File: src/pkg/frct_map.svh
// Constants of the free running capture timer: I/O ports, values, timing.
// Assumes a 100 MHz system clock and an 8-bit host I/O strobe interface.
`ifndef FRCT_MAP_SVH
`define FRCT_MAP_SVH

`define FRCT_PORT_CAPT_LOW   8'h00
`define FRCT_PORT_CAPT_HIGH  8'h01
`define FRCT_PORT_REMOTE     8'h02
`define FRCT_REMOTE_CLOSE    8'h02
`define FRCT_REMOTE_OPEN     8'h00
`define FRCT_READ_IDLE       8'h00

`define FRCT_CNT_MAX         16'hFFFF
`define FRCT_CNT_RESET       16'h0000
`define FRCT_CNT_ONE         16'h0001
`define FRCT_LATCH_RESET     16'h0000

`define FRCT_CLK_PERIOD_NS   10
`define FRCT_OVF_PERIOD_NS   106667000
`define FRCT_CNT_STATES      65536
`define FRCT_TICK_CYCLES     (`FRCT_OVF_PERIOD_NS / `FRCT_CNT_STATES \
                              / `FRCT_CLK_PERIOD_NS)
`define FRCT_TICK_LAST       8'(`FRCT_TICK_CYCLES - 1)
`define FRCT_DIV_RESET       8'h00
`define FRCT_DIV_ONE         8'h01

`endif

File: src/pkg/frct_pkg.sv
// Types of the free running capture timer.
// Widths follow the 16-bit counter and 8-bit host data bus.
`default_nettype none
package frct_pkg;

    typedef struct packed {
        logic [15:0] cnt;
        logic [15:0] latch;
        logic        ovf_flag;
        logic        ovf_irq;
        logic        capt_flag;
        logic        relay;
        logic        tape_prev;
        logic        scan_prev;
        logic [7:0]  rdata;
    } frct_state_t;

    typedef struct packed {
        logic [7:0] count;
        logic       tick;
    } frct_div_state_t;

endpackage
`default_nettype wire

File: src/design/frct_timer.sv
// Free running 16-bit counter with input capture latch and remote relay.
// Assumes host strobes are one-cycle and synchronous to sys_clk, inputs too.
`timescale 1ns/1ps
`default_nettype none
`include "frct_map.svh"

module frct_timer (
    input  wire logic        sys_clk,
    input  wire logic        rstn,
    input  wire logic [7:0]  io_addr,
    input  wire logic        io_rd,
    input  wire logic        io_wr,
    input  wire logic [7:0]  io_wdata,
    output logic      [7:0]  io_rdata,
    input  wire logic        capture_source_select,
    input  wire logic        tape_input,
    input  wire logic        scanner_input,
    input  wire logic        overflow_clear,
    output logic             overflow_flag,
    output logic             overflow_irq,
    output logic             capture_flag,
    output logic             remote_relay_flag,
    output logic      [15:0] free_running_counter,
    output logic      [15:0] capture_latch
);

    frct_pkg::frct_state_t st_reg;
    frct_pkg::frct_state_t st_next;
    logic                  tick;
    logic                  wrap;
    logic                  src_edge;
    logic                  rd_low;
    logic                  rd_high;

    frct_divider u_div (
        .sys_clk (sys_clk),
        .rstn    (rstn),
        .tick    (tick)
    );

    assign wrap    = tick && (st_reg.cnt == `FRCT_CNT_MAX);
    assign rd_low  = io_rd && (io_addr == `FRCT_PORT_CAPT_LOW);
    assign rd_high = io_rd && (io_addr == `FRCT_PORT_CAPT_HIGH);
    // Select high picks the scanner; low picks the tape input
    // Both previous levels are kept so a source switch makes no false edge
    assign src_edge = capture_source_select ?
                      (scanner_input != st_reg.scan_prev) :
                      (tape_input != st_reg.tape_prev);

    always_comb begin
        st_next = st_reg;
        st_next.tape_prev = tape_input;
        st_next.scan_prev = scanner_input;
        st_next.rdata     = `FRCT_READ_IDLE;
        // One step per tick; the 16-bit sum wraps to zero
        if (tick) begin
            st_next.cnt = st_reg.cnt + `FRCT_CNT_ONE;
        end
        // Overflow period is 65536 ticks of the divided clock
        // Software clear loses to a coincident wrap
        if (wrap) begin
            st_next.ovf_flag = 1'b1;
            st_next.ovf_irq  = 1'b1;
        end else if (overflow_clear) begin
            st_next.ovf_flag = 1'b0;
            st_next.ovf_irq  = 1'b0;
        end
        // Any access to the high byte clears the capture flag
        if (rd_high || (io_wr && io_addr == `FRCT_PORT_CAPT_HIGH)) begin
            st_next.capt_flag = 1'b0;
        end
        // Input edge latches and flags; set beats the clear above
        if (src_edge) begin
            st_next.latch     = st_reg.cnt;
            st_next.capt_flag = 1'b1;
        end
        // Port 0 read latches and returns the live low byte
        if (rd_low) begin
            st_next.latch = st_reg.cnt;
            st_next.rdata = st_reg.cnt[7:0];
        end
        // High byte comes from the latch, set by the last low read or input edge
        if (rd_high) begin
            st_next.rdata = st_reg.latch[15:8];
        end
        // Other written values leave the relay as it was
        if (io_wr && io_addr == `FRCT_PORT_REMOTE) begin
            if (io_wdata == `FRCT_REMOTE_CLOSE) begin
                st_next.relay = 1'b1;
            end else if (io_wdata == `FRCT_REMOTE_OPEN) begin
                st_next.relay = 1'b0;
            end
        end
    end

    always_ff @(posedge sys_clk or negedge rstn) begin
        if (!rstn) begin
            st_reg <= '0;
        end else begin
            st_reg <= st_next;
        end
    end

    assign io_rdata             = st_reg.rdata;
    assign overflow_flag        = st_reg.ovf_flag;
    assign overflow_irq         = st_reg.ovf_irq;
    assign capture_flag         = st_reg.capt_flag;
    assign remote_relay_flag    = st_reg.relay;
    assign free_running_counter = st_reg.cnt;
    assign capture_latch        = st_reg.latch;

    // Checking helpers: cycles since last tick
    logic [7:0] gap_cnt;
    logic       seen_tick;
    always_ff @(posedge sys_clk or negedge rstn) begin
        if (!rstn) begin
            gap_cnt   <= 8'h00;
            seen_tick <= 1'b0;
        end else if (tick) begin
            gap_cnt   <= 8'h01;
            seen_tick <= 1'b1;
        end else begin
            gap_cnt   <= gap_cnt + 8'h01;
        end
    end
endmodule
`default_nettype wire

File: src/design/frct_divider.sv
// Divider producing the counter's tick enable from the system clock.
// Assumes one clock domain; the tick is a one-cycle pulse.
`timescale 1ns/1ps
`default_nettype none
`include "frct_map.svh"

module frct_divider (
    input  wire logic sys_clk,
    input  wire logic rstn,
    output logic      tick
);

    frct_pkg::frct_div_state_t st_reg;
    frct_pkg::frct_div_state_t st_next;

    // Free running, no software enable needed
    always_comb begin
        st_next = st_reg;
        st_next.tick = 1'b0;
        if (st_reg.count == `FRCT_TICK_LAST) begin
            st_next.count = `FRCT_DIV_RESET;
            st_next.tick  = 1'b1;
        end else begin
            st_next.count = st_reg.count + `FRCT_DIV_ONE;
        end
    end

    always_ff @(posedge sys_clk or negedge rstn) begin
        if (!rstn) begin
            st_reg <= '0;
        end else begin
            st_reg <= st_next;
        end
    end

    assign tick = st_reg.tick;

endmodule
`default_nettype wire

File: config.mk
export PLATFORM = sky130hd
export DESIGN_NAME = frct_timer
export DESIGN_NICKNAME = d
export VERILOG_FILES = /design/src/pkg/frct_pkg.sv /design/src/design/frct_timer.sv /design/src/design/frct_divider.sv
export VERILOG_INCLUDE_DIRS = /design/src /design/src/pkg
export SDC_FILE = /design/constraint.sdc
export NUM_CORES = 1
export LEC_CHECK = 0
export BUFFER_PORTS_ARGS = -buffer_cell sky130_fd_sc_hd__buf_2
export CORE_MARGIN = 4
export CORE_UTILIZATION = 35
export DETAILED_ROUTE_END_ITERATION = 7
export REMOVE_ABC_BUFFERS = 1
export SLEW_MARGIN = 20
export SYNTH_ARGS = -nofsm -noshare
export SYNTH_HDL_FRONTEND = slang
export SYNTH_SLANG_ARGS = --single-unit
File: constraint.sdc
create_clock -name sys_clk -period 1.76 [get_ports sys_clk]
set_input_delay 0.176 -clock sys_clk [delete_from_list [all_inputs] [get_ports sys_clk]]
set_output_delay 0.176 -clock sys_clk [all_outputs]
set_load 0.1 [all_outputs]
[Word level (Yosys, flattened, before mapping)]
Cells that the tools add are included.
Word-level totals
  flip-flop bits (word level): 55
  latch bits: 0
  RAM bits: 0
  bits in read-only memories: 0
  memories: 0
Cells by class
  add/subtract/negate cells: 2
  multiply operators: 0
  div/mod/pow operators: 0
  order comparisons: 0
  equal/unequal tests: 7
  shift-type cells: 0
  muxes and demuxes: 13
  bitwise operators: 0
  reduce and logical (&&, ||, !) cells: 13
Operators with widths (number)
  16-bit two-way mux: 2
  8-bit two-way mux: 3
  16-bit by 1-bit adder with 16-bit output, second input constant: 1
  16-bit == test, second input constant: 1
  8-bit by 2-bit == test with 1-bit output, second input constant: 2
  8-bit zero test: 2
  8-bit by 1-bit adder with 8-bit output, second input constant: 1
  8-bit by 1-bit == test with 1-bit output, second input constant: 1
  8-bit == test, second input constant: 1
  2-bit nonzero test: 4
  1-bit two-way mux: 6
  1-bit logical AND: 5
  2-bit two-way mux: 2
  1-bit != test: 2
  2-bit AND reduction: 1
  1-bit logical OR: 1

[Logic depth before layout (Yosys ltp)]
  depth in word-level cells: 5
  depth in mapped cells: 6

[Hierarchy]
A second synthesis with hierarchy kept.
Second synthesis, totals
  cells, all modules: 220
  area, all modules: 2647.5 µm²
By module, submodules not included
  frct_timer: times used 1, cells each 182, area an instance 2215.9 µm²
  frct_divider: times used 1, cells each 38, area an instance 431.7 µm²

[Worst setup path before layout]
Ideal clock, no wire load.
  path kind: input -> register
  start point: input port io_addr[5]
  end point: register st_reg (netlist bit capture_latch[0])
  data arrival time: 1496 ps
  setup slack: 139 ps
  cell stages on the path: 5
  cells stage by stage: nor4_4 nand2_2 o41ai_4 buf_8 mux2_4
On the way
  word-level cells in the longest chain between the ends: 3
  elaborated cells on any way between the ends: 4
Ends and longest elaborated chain
  start: declaration: line frct_timer.sv:10  | input wire logic [7:0] io_addr,
  8-bit zero test (no line) (*)
  1-bit logical AND (*): line frct_timer.sv:42  | assign rd_low = io_rd && (io_addr == `FRCT_PORT_CAPT_LOW);
  16-bit two-way mux / 2-bit nonzero test (equally long branches)
  end signal: assignment: line frct_timer.sv:100  | st_reg <= st_next;
  end: declaration: line frct_timer.sv:27  | frct_pkg::frct_state_t st_reg;
Every way passes the cells marked *; elsewhere a longest branch is shown, timed or not.
A chain may end at the register's enable or synchronous reset.

[Worst setup path after layout]
  start point: input port tape_input
  end point: register st_reg (netlist bit capture_latch[5])
On the way
  word-level cells in the longest chain between the ends: 3
Ends and longest elaborated chain
  start: declaration: line frct_timer.sv:16  | input wire logic tape_input,
  1-bit != test: line frct_timer.sv:48  | (tape_input != st_reg.tape_prev);
  1-bit two-way mux: line frct_timer.sv:46  | assign src_edge = capture_source_select ?
  2-bit nonzero test (no line)
No other way between the ends.

==> run_results.csv <==
group,metric,value,unit
status,status,"complete, but fails checks",
status,violations,"hold timing",
critical_path,r2r-end,"free_running_counter[14]",
critical_path,reg2reg_slack,170,ps
synth,netlist_area,2620,sq um
critical_path,crit_arrival,1830,ps
critical_path,r2r_cells,6,
power,leakagePower,1.59,nW
cells_and_area,synthToLayoutAreaGrowth,13.2,%
hold_path,hold_path.class,"input pin to asynchronous set/reset pin",
timing,worst_pin_slew,669,ps
timing,finalHoldViolCount,23,
power,power_density,709,nW/um^2
place,place_inst,348,
critical_path,worstSetupStartpointType,"input pin",
cells_and_area,antenna-diode-count,0,
synth,async_flop_share,100,%
synth,netlist_instances,217,
drt,drt_wl_total,4930,microns
timing,slew_violations,0,
critical_path,critPathCaptureType,"register",
place,place.gp.congestion,0.701,
floorplanning,start_util,36.1,%
place,port_buffers,67,
timing,holdWs,-21.5,ps
cells_and_area,drive_gt1_share,40.9,%
global_route,grt_usage,11.6,%
cells_and_area,nets,285,
timing,max_freq,612,MHz
drt,wl_met3,415,microns
power,irDropWorstVdd,0.000246,V
floorplanning,die_h,94.5,microns
synth,synth_edf_count,0,
floorplanning,row_count,31,
clocking,cts_buffer_depth,2,
drt,dr.pass1.iters,3,
cells_and_area,n_fill_cell,735,
clocking,clk_latency,300,ps
synth,ys_ff_latch,54,
flow_run,maxCapViolations,0,
timing,finalWorstSetupSlack,127,ps
synth,syn_avg_cell_area,12.1,sq um
floorplanning,io_pins,68,
timing,fin_crit_sh,92.8,%
clocking,postCtsSetupBuffers,0,
floorplanning,die_w,94.5,microns
global_route,gr-total-overflow,0,
floorplanning,die-area,8920,sq um
synth,yosysWarnings,0,
clocking,cts_tree,"done",
clocking,cts.sinks,54,
timing,rsz0062_at_grt,"no",
drt,m1WireLength,2230,microns
clocking,clockRootBuffer,"clkbuf_8",
drt,wl_met2,2260,microns
clocking,cts.htree.levels,2,
synth,yosysUniqueCellTypes,31,
place,hpwl,3650,microns
drt,routedWlPerCell,13.8,microns
timing,setup_viol,0,
cells_and_area,final_cells,358,
drt,route.vias.total,1595,
floorplanning,core,7250,sq um
cells_and_area,final_util,40.8,%
timing,fin_skew,4.17,ps
global_route,grt_pass1_wl,8110,microns
critical_path,path_class,"input pin to register",
synth,ys.flop_type,"dfrtp_1",
drt,vias_per_cell,4.46,
critical_path,timing.rr.start,"free_running_counter[0]",
critical_path,crit_fanout,8,
drt,ant_nets,0,
global_route,grt_pass1_vias,1607,
timing,relSlewSlack,55.4,%
drt,first_iter_violations,41,
global_route,grt_max_degree,55,
place,pre_cts_ws,58.1,ps
clocking,cts_buffers,5,
timing,min_period,1630,ps
drt,dr.max_layer_used,"met4",
synth,seq_area_frac_synth,51.6,%
global_route,antenna_found_initial,0,
power,total_power,2.10,mW
critical_path,worstPathRequired,1950,ps
clocking,path_clk_slew,90,ps
drt,drc,0,
==> power by group <==
group | internal, mW | switching (mW)
Clock | 0.318 | 0.381
Combinational | 0.0768 | 0.0824
Sequential | 1.24 | 0.00106
Total | 1.64 | 0.465
==> cells by family after synthesis <==
logic type | count (synthesis) | share of synthesized area [%]
buffers and inverters | 51 | 13.6
flip-flops | 54 | 51.7
multiplexers | 28 | 13.0
adder cells (fa/ha/maj) | 3 | 1.43
AND/OR/NAND/NOR | 55 | 11.2
XOR/XNOR | 20 | 6.70
AO/OA/AOI/OAI | 6 | 2.39
==> critical path, cell delays in order <==
cell and delay (ps):
dlygate4sd3_1 570, xor2_1 160, mux2i_2 250, o41ai_4 170, clkbuf_16 200, mux2_4 290
==> cell usage in the layout, fill, tap and decap left out, drive strengths merged, types with 2 or more instances in the layout <==
| cell type | count |
|---|---|
| and3 | 4 |
| buf | 75 |
| clkbuf | 8 |
| dfrtp | 54 |
| dlygate4sd3 | 2 |
| ha | 3 |
| inv | 7 |
| mux2 | 18 |
| mux2i | 10 |
| nand2 | 9 |
| nand3 | 8 |
| nand4 | 6 |
| nor2 | 16 |
| nor3 | 3 |
| nor4 | 3 |
| o211ai | 2 |
| o21ai | 2 |
| xnor2 | 11 |
| xor2 | 9 |
==> what timing repair did <==
item | CTS | global route
hold buffers | 2 | 0
endpoints found under the setup margin | 0 | 17
resized for setup | 0 | 2
endpoints found under the hold margin | 2 | 0
==> synthesized netlist by cell type (2+ instances only) <==
| cell | n | area share [%] |
|---|---|---|
| and3_1 | 4 | 0.96 |
| buf_4 | 41 | 12 |
| dfrtp_1 | 54 | 52 |
| ha_1 | 3 | 1.4 |
| inv_1 | 7 | 1.0 |
| mux2_2 | 8 | 3.4 |
| mux2_4 | 10 | 5.7 |
| mux2i_1 | 10 | 3.8 |
| nand2_1 | 8 | 1.1 |
| nand3_1 | 8 | 1.5 |
| nand4_1 | 6 | 1.4 |
| nor2_1 | 16 | 2.3 |
| nor3_1 | 3 | 0.57 |
| nor4_1 | 2 | 0.48 |
| o211ai_1 | 2 | 0.57 |
| o21ai_0 | 2 | 0.38 |
| xnor2_1 | 11 | 3.7 |
| xor2_1 | 9 | 3.0 |
==> layer usage <==
| layer | up-vias | track usage (%) |
|---|---|---|
| met4 | 0 | 2.88 |
| li1 | 773 | - |
| met3 | 2 | 3.82 |
| met2 | 49 | 18.5 |
| met5 | - | 0 |
| met1 | 771 | 15.3 |
==> metrics by stage <==
stage	hold slack, ps	area, sq um	TNS [ps]
CTS	14.0	2940	0
floorplan	-120	2290	-5320
finish	-21.5	2960	0
global route	50.2	2960	0
detailed placement	317	2830	0
global placement	313	2830	0
==> cell type report <==
class	instances	area, sq um	area share [%]
sequential	54	1350	45.6
multi-input combinational	112	915	30.9
timing repair buffer	78	455	15.4
tap	99	124	4.18
clock buffer	7	86.3	2.91
inverter	7	26.3	0.887
clock inverter	1	5.00	0.169
==> worst max path at each step <==
stage / endpoint / cells after the start / start / slack [ps]
2_1_floorplan: free_running_counter[12] / 5 / free_running_counter[0] / -540
3_3_place_gp: capture_latch[6] / 6 / io_addr[5] / 100
3_5_place_dp: capture_latch[6] / 6 / io_addr[5] / 60
4_1_cts: capture_latch[13] / 7 / tape_input / 6
5_1_grt: free_running_counter[14] / 6 / free_running_counter[0] / 6
6_report: capture_latch[5] / 6 / tape_input / 130
Power figures use the tool's default switching activity.
